$ cat config.mk
export PLATFORM = sky130hd
export DESIGN_NAME = lcdsd_driver
export DESIGN_NICKNAME = d
export VERILOG_FILES = /design/src/lcdsd_pkg.sv /design/src/lcdsd_driver.sv
export VERILOG_INCLUDE_DIRS = /design/src
export SDC_FILE = /design/constraint.sdc
export NUM_CORES = 1
export LEC_CHECK = 0
export BUFFER_PORTS_ARGS = -buffer_cell sky130_fd_sc_hd__buf_4
export CAP_MARGIN = 20
export CORE_MARGIN = 10
export CORE_UTILIZATION = 50
export CTS_CLUSTER_SIZE = 30
export DETAILED_ROUTE_END_ITERATION = 6
export PLACE_DENSITY = 0.69
export REMOVE_ABC_BUFFERS = 1
export SYNTH_ARGS = -nofsm -noshare
export SYNTH_HDL_FRONTEND = slang
export SYNTH_SLANG_ARGS = --single-unit
export TNS_END_PERCENT = 20
$ cat constraint.sdc
create_clock -name clk -period 3 [get_ports clk]
set_clock_uncertainty 0.1 [all_clocks]
set_input_delay 0.3 -clock clk [delete_from_list [all_inputs] [get_ports clk]]
set_output_delay 0.3 -clock clk [all_outputs]
set_load 0.005 [all_outputs]
$ cat src/lcdsd_defines.svh
// constants of the segment lcd driver: offsets, field values, counts
`ifndef LCDSD_DEFINES_SVH
`define LCDSD_DEFINES_SVH
`define LCDSD_BANK_SEL_ADDR 8'h04
`define LCDSD_BANK_SEL_RESET 8'h00
`define LCDSD_DISP_FIRST 8'h40
`define LCDSD_DISP_LAST 8'h60
`define LCDSD_DISP_BANK 8'h01
`define LCDSD_SEG_COUNT 33
`define LCDSD_COM_COUNT 4
`define LCDSD_SYS_PRE_DIV 2'h3
`define LCDSD_DIV_MIN_EXP 2
`define LCDSD_DIV_SEL_MAX 3'h6
`define LCDSD_LOW_GROUP_TOP 7
`define LCDSD_MID_GROUP_TOP 15
`define LCDSD_LVL_VSS 2'h0
`define LCDSD_LVL_LOW 2'h1
`define LCDSD_LVL_HIGH 2'h2
`define LCDSD_LVL_VLCD 2'h3
`endif

$ cat src/lcdsd_pkg.sv
// types shared by the segment lcd driver
package lcdsd_pkg;
	typedef enum logic [1:0] {
		LCDSD_DUTY_HALF,
		LCDSD_DUTY_THIRD,
		LCDSD_DUTY_QUARTER,
		LCDSD_DUTY_RSVD
	} lcdsd_duty_t;
	typedef enum logic [1:0] {
		LCDSD_SRC_SYS_DIV4,
		LCDSD_SRC_RTC,
		LCDSD_SRC_WDT,
		LCDSD_SRC_RSVD
	} lcdsd_src_t;
	typedef struct packed {
		logic [7:0] addr;
		logic [7:0] wdata;
		logic wr;
		logic rd;
		logic indirect;
	} lcdsd_cpu_req_t;
	typedef struct packed {
		lcdsd_duty_t duty;
		logic third_bias;
		lcdsd_src_t src;
		logic [2:0] div_sel;
		logic on_in_halt;
		logic low_group_logic;
		logic [7:0] middle_group_logic;
	} lcdsd_option_t;
endpackage

$ cat src/lcdsd_driver.sv
// segment lcd driver: display memory window, bank select, scan and drive
`include "lcdsd_defines.svh"

module lcdsd_driver
	import lcdsd_pkg::*;
#(
	parameter int SEGS = `LCDSD_SEG_COUNT,
	parameter int COMS = `LCDSD_COM_COUNT
) (
	// clock and reset
	input wire logic clk,
	input wire logic reset,
	// processor data memory access
	input wire lcdsd_cpu_req_t cpu_req,
	output logic [7:0] rd_data,
	output logic rd_valid,
	output lcdsd_cpu_req_t gp_req,
	output logic [7:0] bank_select_pointer,
	// options and core state
	input wire lcdsd_option_t opt,
	input wire logic halt,
	// oscillator pins
	input wire logic real_time_oscillator,
	input wire logic watchdog_oscillator,
	// panel drive level codes
	output logic [COMS-1:0][1:0] com_level,
	output logic [SEGS-1:0][1:0] seg_level
);
	localparam int DEPTH = 32'(`LCDSD_DISP_LAST) - 32'(`LCDSD_DISP_FIRST) + 1;

	// cpu side state
	logic [7:0] disp_mem [DEPTH];
	logic [7:0] bank_reg, bank_next;
	logic [7:0] rd_data_reg, rd_data_next;
	logic rd_valid_reg, rd_valid_next;
	lcdsd_cpu_req_t gp_req_reg, gp_req_next;
	logic disp_hit, disp_we;
	logic [5:0] disp_idx;

	always_comb begin
		disp_idx = 6'(cpu_req.addr - `LCDSD_DISP_FIRST);
		// only the indirect path with bank one sees the display window
		disp_hit = cpu_req.indirect && bank_reg == `LCDSD_DISP_BANK
			&& cpu_req.addr >= `LCDSD_DISP_FIRST
			&& cpu_req.addr <= `LCDSD_DISP_LAST;
		disp_we = disp_hit && cpu_req.wr;
		bank_next = bank_reg;
		if (cpu_req.wr && cpu_req.addr == `LCDSD_BANK_SEL_ADDR) begin
			bank_next = cpu_req.wdata;
		end
		rd_valid_next = cpu_req.rd
			&& (disp_hit || cpu_req.addr == `LCDSD_BANK_SEL_ADDR);
		rd_data_next = 8'h00;
		if (cpu_req.rd && disp_hit) begin
			rd_data_next = disp_mem[disp_idx];
		end else if (cpu_req.rd && cpu_req.addr == `LCDSD_BANK_SEL_ADDR) begin
			rd_data_next = bank_reg;
		end
		// everything but the window and the bank select register goes on to general RAM
		gp_req_next = cpu_req;
		if (disp_hit || cpu_req.addr == `LCDSD_BANK_SEL_ADDR) begin
			gp_req_next.wr = 1'b0;
			gp_req_next.rd = 1'b0;
		end
	end

	always_ff @(posedge clk) begin
		if (reset) begin
			bank_reg <= `LCDSD_BANK_SEL_RESET;
			rd_data_reg <= 8'h00;
			rd_valid_reg <= 1'b0;
			gp_req_reg <= '0;
		end else begin
			bank_reg <= bank_next;
			rd_data_reg <= rd_data_next;
			rd_valid_reg <= rd_valid_next;
			gp_req_reg <= gp_req_next;
		end
	end

	// display memory has no reset; software fills it before enabling glass
	always_ff @(posedge clk) begin
		if (disp_we) begin
			disp_mem[disp_idx] <= cpu_req.wdata;
		end
	end

	// clock source and scan divider
	logic [1:0] rtc_sync_reg, rtc_sync_next;
	logic [1:0] wdt_sync_reg, wdt_sync_next;
	logic rtc_last_reg, rtc_last_next;
	logic wdt_last_reg, wdt_last_next;
	logic [1:0] pre_reg, pre_next;
	logic [7:0] div_reg, div_next;
	logic src_tick, scan_tick;
	logic [7:0] div_top;
	logic [2:0] div_sel;

	always_comb begin
		rtc_sync_next = {rtc_sync_reg[0], real_time_oscillator};
		wdt_sync_next = {wdt_sync_reg[0], watchdog_oscillator};
		rtc_last_next = rtc_sync_reg[1];
		wdt_last_next = wdt_sync_reg[1];
		pre_next = 2'(pre_reg + 2'h1);
		case (opt.src)
			LCDSD_SRC_SYS_DIV4: src_tick = pre_reg == `LCDSD_SYS_PRE_DIV;
			LCDSD_SRC_RTC: src_tick = rtc_sync_reg[1] && !rtc_last_reg;
			LCDSD_SRC_WDT: src_tick = wdt_sync_reg[1] && !wdt_last_reg;
			default: src_tick = 1'b0;
		endcase
		div_sel = opt.div_sel > `LCDSD_DIV_SEL_MAX ? `LCDSD_DIV_SEL_MAX
			: opt.div_sel;
		div_top = 8'((9'h001 << (32'(div_sel) + `LCDSD_DIV_MIN_EXP)) - 9'h001);
		scan_tick = src_tick && div_reg >= div_top;
		div_next = div_reg;
		if (src_tick) begin
			div_next = scan_tick ? 8'h00 : 8'(div_reg + 8'h01);
		end
	end

	always_ff @(posedge clk) begin
		if (reset) begin
			rtc_sync_reg <= 2'h0;
			wdt_sync_reg <= 2'h0;
			rtc_last_reg <= 1'b0;
			wdt_last_reg <= 1'b0;
			pre_reg <= 2'h0;
			div_reg <= 8'h00;
		end else begin
			rtc_sync_reg <= rtc_sync_next;
			wdt_sync_reg <= wdt_sync_next;
			rtc_last_reg <= rtc_last_next;
			wdt_last_reg <= wdt_last_next;
			pre_reg <= pre_next;
			div_reg <= div_next;
		end
	end

	// common scan: slot per common, polarity flips after each full frame
	logic [1:0] slot_reg, slot_next;
	logic invert_reg, invert_next;
	logic [1:0] last_slot;

	always_comb begin
		case (opt.duty)
			LCDSD_DUTY_HALF: last_slot = 2'h1;
			LCDSD_DUTY_THIRD: last_slot = 2'h2;
			LCDSD_DUTY_QUARTER: last_slot = 2'h3;
			default: last_slot = 2'h2;
		endcase
		slot_next = slot_reg;
		invert_next = invert_reg;
		if (slot_reg > last_slot) begin
			slot_next = 2'h0;
		end else if (scan_tick) begin
			slot_next = slot_reg == last_slot ? 2'h0 : 2'(slot_reg + 2'h1);
			invert_next = slot_reg == last_slot ? !invert_reg : invert_reg;
		end
	end

	always_ff @(posedge clk) begin
		if (reset) begin
			slot_reg <= 2'h0;
			invert_reg <= 1'b0;
		end else begin
			slot_reg <= slot_next;
			invert_reg <= invert_next;
		end
	end

	// level codes: with half bias the two middle codes stand for one level
	function automatic logic [1:0] lvl(input logic sel, input logic inv,
		input logic third);
		logic [1:0] mid;
		mid = third ? (inv ? `LCDSD_LVL_HIGH : `LCDSD_LVL_LOW)
			: `LCDSD_LVL_LOW;
		lvl = sel ? (inv ? `LCDSD_LVL_VSS : `LCDSD_LVL_VLCD) : mid;
	endfunction

	logic [COMS-1:0][1:0] com_next;
	logic [SEGS-1:0][1:0] seg_next;
	logic [COMS-1:0][1:0] com_level_reg;
	logic [SEGS-1:0][1:0] seg_level_reg;
	logic blank;

	always_comb begin
		blank = halt && !opt.on_in_halt;
		for (int c = 0; c < COMS; c++) begin
			if (blank || 2'(c) > last_slot) begin
				com_next[c] = `LCDSD_LVL_VSS;
			end else begin
				com_next[c] = lvl(slot_reg == 2'(c), invert_reg,
					opt.third_bias);
			end
		end
	end

	genvar s;
	generate
		for (s = 0; s < SEGS; s++) begin : g_seg
			logic on_bit, as_logic;
			logic [1:0] off_lvl;
			assign on_bit = disp_mem[s][slot_reg];
			// off pixel: 1/3 bias uses the far middle, 1/2 bias follows com
			assign off_lvl = opt.third_bias
				? (invert_reg ? `LCDSD_LVL_LOW : `LCDSD_LVL_HIGH)
				: (invert_reg ? `LCDSD_LVL_VSS : `LCDSD_LVL_VLCD);
			if (s <= `LCDSD_LOW_GROUP_TOP) begin : g_low
				assign as_logic = opt.low_group_logic;
			end else if (s <= `LCDSD_MID_GROUP_TOP) begin : g_mid
				assign as_logic = opt.middle_group_logic[s - 8];
			end else begin : g_lcd
				assign as_logic = 1'b0;
			end
			always_comb begin
				if (as_logic) begin
					seg_next[s] = disp_mem[s][0] ? `LCDSD_LVL_VLCD
						: `LCDSD_LVL_VSS;
				end else if (blank) begin
					seg_next[s] = `LCDSD_LVL_VSS;
				end else if (s == SEGS - 1 && opt.duty == LCDSD_DUTY_QUARTER) begin
					seg_next[s] = com_next[COMS-1];
				end else if (on_bit) begin
					seg_next[s] = invert_reg ? `LCDSD_LVL_VLCD
						: `LCDSD_LVL_VSS;
				end else begin
					seg_next[s] = off_lvl;
				end
			end
		end
	endgenerate

	always_ff @(posedge clk) begin
		if (reset) begin
			com_level_reg <= '0;
			seg_level_reg <= '0;
		end else begin
			com_level_reg <= com_next;
			seg_level_reg <= seg_next;
		end
	end

	assign rd_data = rd_data_reg;
	assign rd_valid = rd_valid_reg;
	assign gp_req = gp_req_reg;
	assign bank_select_pointer = bank_reg;
	assign com_level = com_level_reg;
	assign seg_level = seg_level_reg;
endmodule // lcdsd_driver

==> results of run 1 <==
==> stage by stage <==
step	cell area (sq um)	hold WS [ns]
2_1_floorplan	25960	0.2667
3_3_place_gp	28780	0.3077
3_5_place_dp	28780	0.3177
4_1_cts	31190	0.003373
5_1_grt	31190	0.01302
6_report	31190	0.02087
==> per-layer routing <==
metal  wire length [um]  GRT usage (%)
met2              31310          34.88
met1              25680          26.80
met3               4386          4.058
met4               1663          6.747
met5                  0              0
==> layout by cell type (no fill, tap or decap), types with 47 or more instances in the layout <==
master | Yosys | final
edfxtp_1 | 512 | 512
conb_1 | 1 | 248
buf_4 | 7 | 223
dfxtp_1 | 129 | 127
mux2i_1 | 117 | 117
nor2_1 | 100 | 99
clkbuf_16 | 0 | 74
nand2_1 | 68 | 68
a21oi_1 | 64 | 64
a221oi_1 | 63 | 63
o22ai_1 | 58 | 58
mux4_2 | 47 | 47
==> power breakdown <==
group	switching, mW	leakage, nW	internal, mW	total [mW]
logic	0.760	4.62	0.464	1.22
clock network	3.32	1.08	4.83	8.15
registers	0.0913	5.86	9.96	10.0
total	4.17	11.6	15.2	19.4
==> cell type report <==
class | count | area [sq um]
Tap cell | 672 | 840.8
Clock buffer | 97 | 2009
Multi-Input combinational cell | 1133 | 7979
Fill cell | 3755 | 19190
Timing Repair Buffer | 260 | 2178
Clock inverter | 25 | 171.4
Sequential cell | 641 | 17960
Inverter | 13 | 48.80
==> worst max-delay path: stages (launching register included) <==
cell     delay [ns]
dfxtp_1        0.36
or4b_2         0.68
nor3_2         0.23
and2_4         0.25
nand2_4        0.11
nor2_1         0.31
buf_4          0.21
==> final timing paths <==
kind / start / end
setup / recovery: bank_select_pointer[6] / disp_mem[29][3]
hold / removal: opt[13] / div_reg[0]
hold reg to reg: pre_reg[0] / pre_reg[0]
setup reg to reg: bank_select_pointer[6] / disp_mem[29][3]
==> cell families (layout without fill, tap and decap cells) <==
logic type | count (synthesis) | in the layout | synth area share [%]
compound gates | 397 | 397 | 11.23
xor+xnor | 9 | 9 | 0.3079
fa+ha+maj | 23 | 23 | 1.124
buf+inv | 132 | 395 | 2.400
flops | 641 | 641 | 70.15
mux | 170 | 170 | 8.974
other cells | 1 | 248 | 0.01465
simple gates | 286 | 286 | 5.802
==> results.json, run 1 <==
{
  "dr.pass1.iters": 6,
  "fmax_ghz": 0.3920,
  "grt-ovfl-total": 0,
  "ir_worst_vdd_mv": 0.3701,
  "antenna_cells": 0,
  "reg2regPathDepth": 6,
  "ys_seq_area_share_pct": 70.15,
  "clk_latency_ns": 0.60,
  "worstMarginPinSlew_ns": 0.9261,
  "area_growth_pct": 21.83,
  "clockBufferDepth": 3,
  "routed_via_density": 5.642,
  "postCtsResizedCells": 0,
  "drt-initial-drc-count": 1447,
  "fin_nets": 2182,
  "clk_pin_slew_ns": 0.06,
  "synth-main-ff-cell": "edfxtp_1",
  "syn_inst": 1659,
  "largest_reg_flops": 512,
  "routedWlPerCell_um": 22.19,
  "cts.sinks": 641,
  "die_area_sq_um": 60650,
  "synth-edff-count": 512,
  "endpoint_kind": "register",
  "worstSetupPathType": "reg -> reg",
  "drv_cap": 0,
  "instances_no_fill": 2841,
  "final_core_util_pct": 61.91,
  "netlist.top_cell.by_area": "edfxtp_1",
  "gp_congestion": 0.8730,
  "io_buffers": 151,
  "place_inst": 2696,
  "netlist_top_cells_count": "512 x edfxtp_1, 129 x dfxtp_1, 117 x mux2i_1",
  "ios": 152,
  "slew_violations": 0,
  "grt_max_degree": 67,
  "finalPower_mw": 19.42,
  "drc": 0,
  "finalSetupViolations": 0,
  "grt_first_pass_wirelength_um": 96680,
  "fin_crit_sh_pct": 85.03,
  "antenna_found_initial": 0,
  "root_buffer": "clkbuf_16",
  "die_h_um": 246.3,
  "fp-row-count": 82,
  "routed_wl_um": 63040,
  "required_ns": 3.20,
  "min_path_cells": 4,
  "cts_tree": "built",
  "yosys_warnings": 0,
  "cts_setup_buffers": 0,
  "synth_top_area_share_pct": 60.06,
  "hold_violations": 0,
  "dpl_worst_slack_ns": 0.3373,
  "cts_buffers": 68,
  "start_util_pct": 50.82,
  "hold_buffers": 23,
  "relSlewSlack_pct": 38.26,
  "power.density_nw_per_um2": 622.8,
  "num_vias": 16030,
  "hp-class": "in -> reg",
  "status": "complete, no violations",
  "leakagePower_nw": 11.57,
  "grt_pass1_vias": 16210,
  "synth_area_sq_um": 25600,
  "cp-start-kind": "register",
  "ant_nets": 0,
  "arrival_ns": 2.75,
  "synth_cell_type_count": 68,
  "reg2reg_setup_slack_ns": 0.45,
  "synth.most_common_cell": "edfxtp_1",
  "synth-seq-cells": 641,
  "synth.area.top_cells": "edfxtp_1 60%, dfxtp_1 10%, mux2i_1 4.6%, mux4_2 4.1%, a221oi_1 2.2%",
  "async_reset_ff_share_pct": 0,
  "path_max_fanout": 8,
  "die_w_um": 246.3,
  "dp_hpwl_um": 41090,
  "setup_tns_ns": 0,
  "h-tree-depth": 3,
  "synth.avg_cell_area_sq_um": 15.43,
  "setup_slack_ns": 0.4491,
  "rsz0062_at_grt": "no",
  "core_sq_um": 50380,
  "min_period_ns": 2.551,
  "drive_above_1_share_pct": 19.82,
  "track_usage_pct": 20.80
}
Power figures use the tool's default switching activity.
==> run 2: changes to the inputs <==
--- a/config.mk
+++ b/config.mk
@@ -8,6 +8,7 @@
 export LEC_CHECK = 0
 export BUFFER_PORTS_ARGS = -buffer_cell sky130_fd_sc_hd__buf_4
 export CAP_MARGIN = 20
+export CORE_ASPECT_RATIO = 1.75
 export CORE_MARGIN = 10
 export CORE_UTILIZATION = 50
 export CTS_CLUSTER_SIZE = 30
==> run 2 against run 1 <==
  * Clock power fell by 16%
  * Combinational power rose by 3%
  * Cell count shrank 0.39%
  * Total power is 6.7% lower
  * Hold slack better by 0.019 ns
  * Worst setup slack got worse by 0.020 ns
  * Critical endpoint is now disp_mem[27][4]
  * Largest cell class unchanged
  * Largest power group unchanged
  * Highest routed layer is now met5
==> results.json, run 2 (same netlist as run 1, synthesis figures left out) <==
{
  "drv_cap": 0,
  "ios": 152,
  "status": "complete, no violations",
  "io_buffers": 151,
  "die_w_um": 191.0,
  "root_buffer": "clkbuf_16",
  "die_h_um": 319.3,
  "core_sq_um": 50600,
  "fin_crit_sh_pct": 85.70,
  "largest_reg_flops": 512,
  "grt_pass1_vias": 16550,
  "grt-ovfl-total": 0,
  "final_common_cell": "edfxtp_1",
  "required_ns": 3.20,
  "hp-class": "in -> reg",
  "reg2reg_setup_slack_ns": 0.43,
  "place_inst": 2712,
  "area_growth_pct": 20.25,
  "ir_worst_vdd_mv": 0.4057,
  "clockBufferDepth": 3,
  "die_area_sq_um": 61010,
  "clk_latency_ns": 0.60,
  "start_util_pct": 50.59,
  "fp-row-count": 109,
  "slew_violations": 0,
  "path_max_fanout": 8,
  "layout_common_cells": "512 x edfxtp_1, 250 x buf_4, 248 x conb_1",
  "drt-initial-drc-count": 1201,
  "instances_no_fill": 2830,
  "drc": 0,
  "setup_tns_ns": 0,
  "endpoint_kind": "register",
  "fillers": 3837,
  "cts_buffers": 54,
  "drive_above_1_share_pct": 19.69,
  "cpMaxStageDelayCell": "or4b_2",
  "gp_congestion": 0.8722,
  "cts_tree": "built",
  "min_period_ns": 2.571,
  "h-tree-depth": 2,
  "cpMostUsedCell": "nor3_2",
  "routed_via_density": 5.690,
  "grt_max_degree": 67,
  "clk_pin_slew_ns": 0.07,
  "dr.pass1.iters": 7,
  "dp_hpwl_um": 44170,
  "cts_setup_buffers": 0,
  "power.density_nw_per_um2": 588.8,
  "hold_violations": 0,
  "track_usage_pct": 21.02,
  "num_vias": 16100,
  "worstSetupPathType": "reg -> reg",
  "finalSetupViolations": 0,
  "rsz0062_at_grt": "no",
  "final_core_util_pct": 60.84,
  "relSlewSlack_pct": 34.00,
  "fmax_ghz": 0.3889,
  "grt_first_pass_wirelength_um": 97990,
  "routed_wl_um": 64960,
  "cp-start-kind": "register",
  "routedWlPerCell_um": 22.95,
  "arrival_ns": 2.77,
  "leakagePower_nw": 11.41,
  "cts.sinks": 641,
  "fin_nets": 2188,
  "crit_chain": "or4b_2, nor3_2, and2_4, nand2_4, nor3_2, buf_4",
  "antenna_found_initial": 2,
  "critPathMaxStageDelay_ns": 0.67,
  "ant_nets": 0,
  "worstMarginPinSlew_ns": 0.9879
}
==> run 2: changes by cell type in the layout (fill, tap and decap cells not counted), moves of 3 or more <==
cell	previous run	this run
clkbuf_1	15	10
buf_12	13	8
clkinv_2	12	6
clkbuf_16	74	57
inv_1	11	14
buf_4	223	250
clkbuf_8	8	3
==> run 2: what timing repair did <==
item | in CTS | in global routing
gates resized for setup | 0 | 0
hold buffers | 21 | 0
hold endpoints to repair | 57 | 0
endpoints found under the setup margin | 0 | 0
==> run 2: worst max-delay path, delay by kind of cell, from the launching register on <==
kind          cells  cell delay [ns]
simple gates      5             1.55
flops             1             0.44
buf+inv           1             0.20
==> run 2: through the flow <==
step / total power [mW] / worst slack [ns] / area [sq um] / hold slack [ns]
after floorplan: 10.75 / -0.5452 / 25960 / 0.2667
after global placement: 11.43 / 0.3103 / 28870 / 0.3063
after detailed placement: 11.47 / 0.2706 / 28870 / 0.3180
after CTS: 18.23 / 0.4742 / 30780 / 0.03053
after global routing: 18.71 / 0.3724 / 30780 / 0.07586
final: 18.12 / 0.4289 / 30780 / 0.04016
==> run 2: worst paths after layout <==
kind,cells after the start,startpoint,endpoint
min,4,opt[13],div_reg[0]
max reg2reg,6,bank_select_pointer[2],disp_mem[27][4]
min reg2reg,1,pre_reg[0],pre_reg[0]
max,6,bank_select_pointer[2],disp_mem[27][4]
==> run 2: area by class of cell <==
type | count | area (sq um) | share of cell area [%]
sequential | 641 | 17960 | 58.34
multi-input combinational | 1133 | 7979 | 25.92
timing repair buffer | 280 | 2262 | 7.348
clock buffer | 71 | 1510 | 4.906
tap | 666 | 833.3 | 2.707
clock inverter | 25 | 188.9 | 0.6137
inverter | 13 | 48.80 | 0.1585
antenna | 1 | 2.502 | 0.008129
==> run 2: routing by layer <==
layer | GRT usage, % | vias to the layer above | share of wire, %
met5 | 0 | - | 0.017
met4 | 9.656 | 2 | 4.6
met3 | 3.432 | 157 | 7.1
met2 | 37.74 | 674 | 52
met1 | 23.73 | 7996 | 36
li1 | - | 7275 | -
==> run 2: report_power, final <==
group	switching (mW)	total (mW)	leakage (nW)	internal (mW)
registers	0.0926	10.0	5.86	9.95
clock network	3.04	6.82	0.844	3.78
logic	0.787	1.26	4.70	0.477
total	3.92	18.1	11.4	14.2
==> run 3: changes to the inputs <==
--- a/config.mk
+++ b/config.mk
@@ -6,7 +6,7 @@
 export SDC_FILE = /design/constraint.sdc
 export NUM_CORES = 1
 export LEC_CHECK = 0
-export BUFFER_PORTS_ARGS = -buffer_cell sky130_fd_sc_hd__buf_4
+export BUFFER_PORTS_ARGS = -buffer_cell sky130_fd_sc_hd__buf_2
 export CAP_MARGIN = 20
 export CORE_ASPECT_RATIO = 1.75
 export CORE_MARGIN = 10
@@ -14,6 +14,7 @@
 export CTS_CLUSTER_SIZE = 30
 export DETAILED_ROUTE_END_ITERATION = 6
 export PLACE_DENSITY = 0.69
+export RECOVER_POWER = 100
 export REMOVE_ABC_BUFFERS = 1
 export SYNTH_ARGS = -nofsm -noshare
 export SYNTH_HDL_FRONTEND = slang
==> constraint.sdc (replaced) <==
create_clock -name clk -period 2.6 [get_ports clk]
set_clock_uncertainty 0.1 [all_clocks]
set_input_delay 0.26 -clock clk [delete_from_list [all_inputs] [get_ports clk]]
set_output_delay 0.26 -clock clk [all_outputs]
set_load 0.005 [all_outputs]
==> run 3 against run 2 <==
  * The run now ends with max-capacitance violations, max-slew violations left
  * Cell count up 2.8%
  * Die area unchanged
  * Global-route usage up 0.41 points
  * Largest cell class unchanged
  * Clock power up 18%
  * Critical path depth unchanged
  * Critical path type unchanged
  * Via count up 1.6%
==> results.json, run 3 (same netlist as run 1, synthesis figures left out) <==
{
  "num_vias": 16370,
  "reg2regPathDepth": 6,
  "finalPower_mw": 21.12,
  "worstSetupPathType": "reg -> reg",
  "cpMaxStageDelayCell": "or4b_2",
  "cp-start-kind": "register",
  "critPathMaxStageDelay_ns": 0.67,
  "grt-ovfl-total": 0,
  "grt_pass1_vias": 16960,
  "path_max_fanout": 8,
  "slew_violations": 144,
  "crit_chain": "or4b_2, nor3_1, and2_4, nand2_4, nor3_2, buf_4",
  "dp_hpwl_um": 47330,
  "cts_tree": "built",
  "min_path_cells": 3,
  "status": "finished with violations",
  "cts_buffers": 55,
  "fp-row-count": 109,
  "area_growth_pct": 20.84,
  "leakagePower_nw": 11.35,
  "reg2reg_setup_slack_ns": 0.13,
  "cts_setup_buffers": 0,
  "min_period_ns": 2.467,
  "drv_cap": 3,
  "holdPathEnd": "rd_valid",
  "whs_ns": 0.03084,
  "antenna_cells": 0,
  "largest_reg_flops": 512,
  "core_sq_um": 50600,
  "multiInputGateArea_sq_um": 7930,
  "cts.sinks": 641,
  "ant_nets": 0,
  "die_area_sq_um": 61010,
  "start_util_pct": 50.59,
  "die_w_um": 191.0,
  "clk_pin_slew_ns": 0.07,
  "die_h_um": 319.3,
  "fillers": 3894,
  "seqCellArea_sq_um": 17960,
  "clockBufferDepth": 3,
  "power.density_nw_per_um2": 682.8,
  "r2r_end": "disp_mem[25][7]",
  "grt_max_degree": 67,
  "root_buffer": "clkbuf_16",
  "min_from": "cpu_req[1]",
  "grt_first_pass_wirelength_um": 99840,
  "fin_crit_sh_pct": 94.89,
  "layout_common_cells": "512 x edfxtp_1, 248 x conb_1, 138 x buf_4",
  "timing.rr.start": "bank_select_pointer[5]",
  "endpoint_kind": "register",
  "track_usage_pct": 21.42,
  "routed_via_density": 5.626,
  "routedWlPerCell_um": 22.87,
  "antenna_found_initial": 2,
  "rsz0062_at_grt": "no",
  "drive_above_1_share_pct": 17.25,
  "h-tree-depth": 2,
  "relSlewSlack_pct": -14.14,
  "ir_worst_vdd_mv": 0.4576,
  "io_buffers": 151,
  "dr.pass1.iters": 5,
  "clk_latency_ns": 0.59,
  "postCtsResizedCells": 0,
  "critPathBufInv": 1,
  "required_ns": 2.80,
  "worstMarginPinSlew_ns": 1.712,
  "crit_family": "simple AND/OR/NAND/NOR gates",
  "fmax_ghz": 0.4053,
  "drc": 0,
  "hold_violations": 0,
  "drt-initial-drc-count": 1274,
  "arrival_ns": 2.67,
  "final_common_cell": "edfxtp_1",
  "violations": "max-capacitance violations, max-slew violations",
  "ios": 152,
  "hp-class": "in -> reg",
  "gp_congestion": 0.9118,
  "fin_nets": 2263,
  "routed_wl_um": 66520,
  "finalSetupViolations": 0
}
==> run 3: changes by cell type in the layout (fill, tap and decap cells not counted), moves of 3 or more <==
cell / previous run / this run
buf_4: 250 / 138
nor3_2: 15 / 7
o21ai_1: 4 / 1
nor3_1: 3 / 11
buf_12: 8 / 20
clkinv_1: 11 / 7
clkinv_2: 6 / 13
clkbuf_2: 1 / 12
buf_2: 0 / 46
clkbuf_16: 57 / 60
o21ai_0: 38 / 41
clkbuf_1: 10 / 125
==> run 3: per-layer routing <==
| layer | vias to the layer above | wire length, um | global-route usage, % |
|---|---|---|---|
| met5 | - | 16 | 0 |
| met4 | 4 | 3202 | 10.52 |
| met3 | 149 | 4529 | 3.432 |
| met2 | 662 | 35650 | 39.33 |
| met1 | 8122 | 23120 | 23.17 |
| li1 | 7428 | - | - |
==> run 3: worst max path at each step <==
stage / end / slack, ns / cells past startpoint / startpoint
6_report: disp_mem[25][7] / 0.13 / 6 / bank_select_pointer[5]
5_1_grt: rd_data[6] / 0.07 / 6 / bank_select_pointer[5]
4_1_cts: disp_mem[26][5] / 0.18 / 6 / bank_select_pointer[5]
3_5_place_dp: rd_data[7] / -0.11 / 10 / cpu_req[12]
3_3_place_gp: rd_data[1] / -0.12 / 10 / cpu_req[12]
2_1_floorplan: bank_select_pointer[0] / -0.91 / 6 / cpu_req[12]
==> run 3: report_power, final <==
| part | total (mW) | leakage, nW | internal [mW] | switching, mW |
|---|---|---|---|---|
| clock network | 8.02 | 0.882 | 4.45 | 3.57 |
| registers | 11.6 | 5.86 | 11.5 | 0.108 |
| logic | 1.50 | 4.61 | 0.571 | 0.933 |
| total | 21.1 | 11.3 | 16.5 | 4.61 |
==> run 3: worst register-to-register path: stages (launching register included) <==
cell and delay (ns):
dfxtp_1 0.34, or4b_2 0.67, nor3_1 0.26, and2_4 0.28, nand2_4 0.13, nor3_2 0.22
buf_4 0.18
==> run 3: timing repair <==
| action | 4_1_cts | 5_1_grt |
|---|---|---|
| endpoints found under the hold margin | 54 | 0 |
| setup endpoints to repair | 0 | 0 |
| hold buffers | 20 | 0 |
==> run 3: stage by stage <==
step | worst slack [ns] | setup TNS [ns] | cells | util, % | area, sq um
finish | 0.1330 | 0 | 2909 | 61.14 | 30930
global route | 0.07387 | 0 | 2909 | 61.14 | 30930
CTS | 0.1821 | 0 | 2909 | 61.72 | 31230
detailed placement | -0.1138 | -0.8480 | 2787 | 57.81 | 29250
global placement | -0.1229 | -0.3085 | 2787 | 57.81 | 29250
floorplan | -0.9052 | -99.13 | 1787 | - | 25960
==> run 3: layout make-up <==
class	instances	area share, %
multi-input cells	1133	25.63
well taps	666	2.694
clock buffers	74	5.153
flip-flops and latches	641	58.05
inverters	13	0.1577
repair buffers	354	7.709
clock inverters	28	0.5986
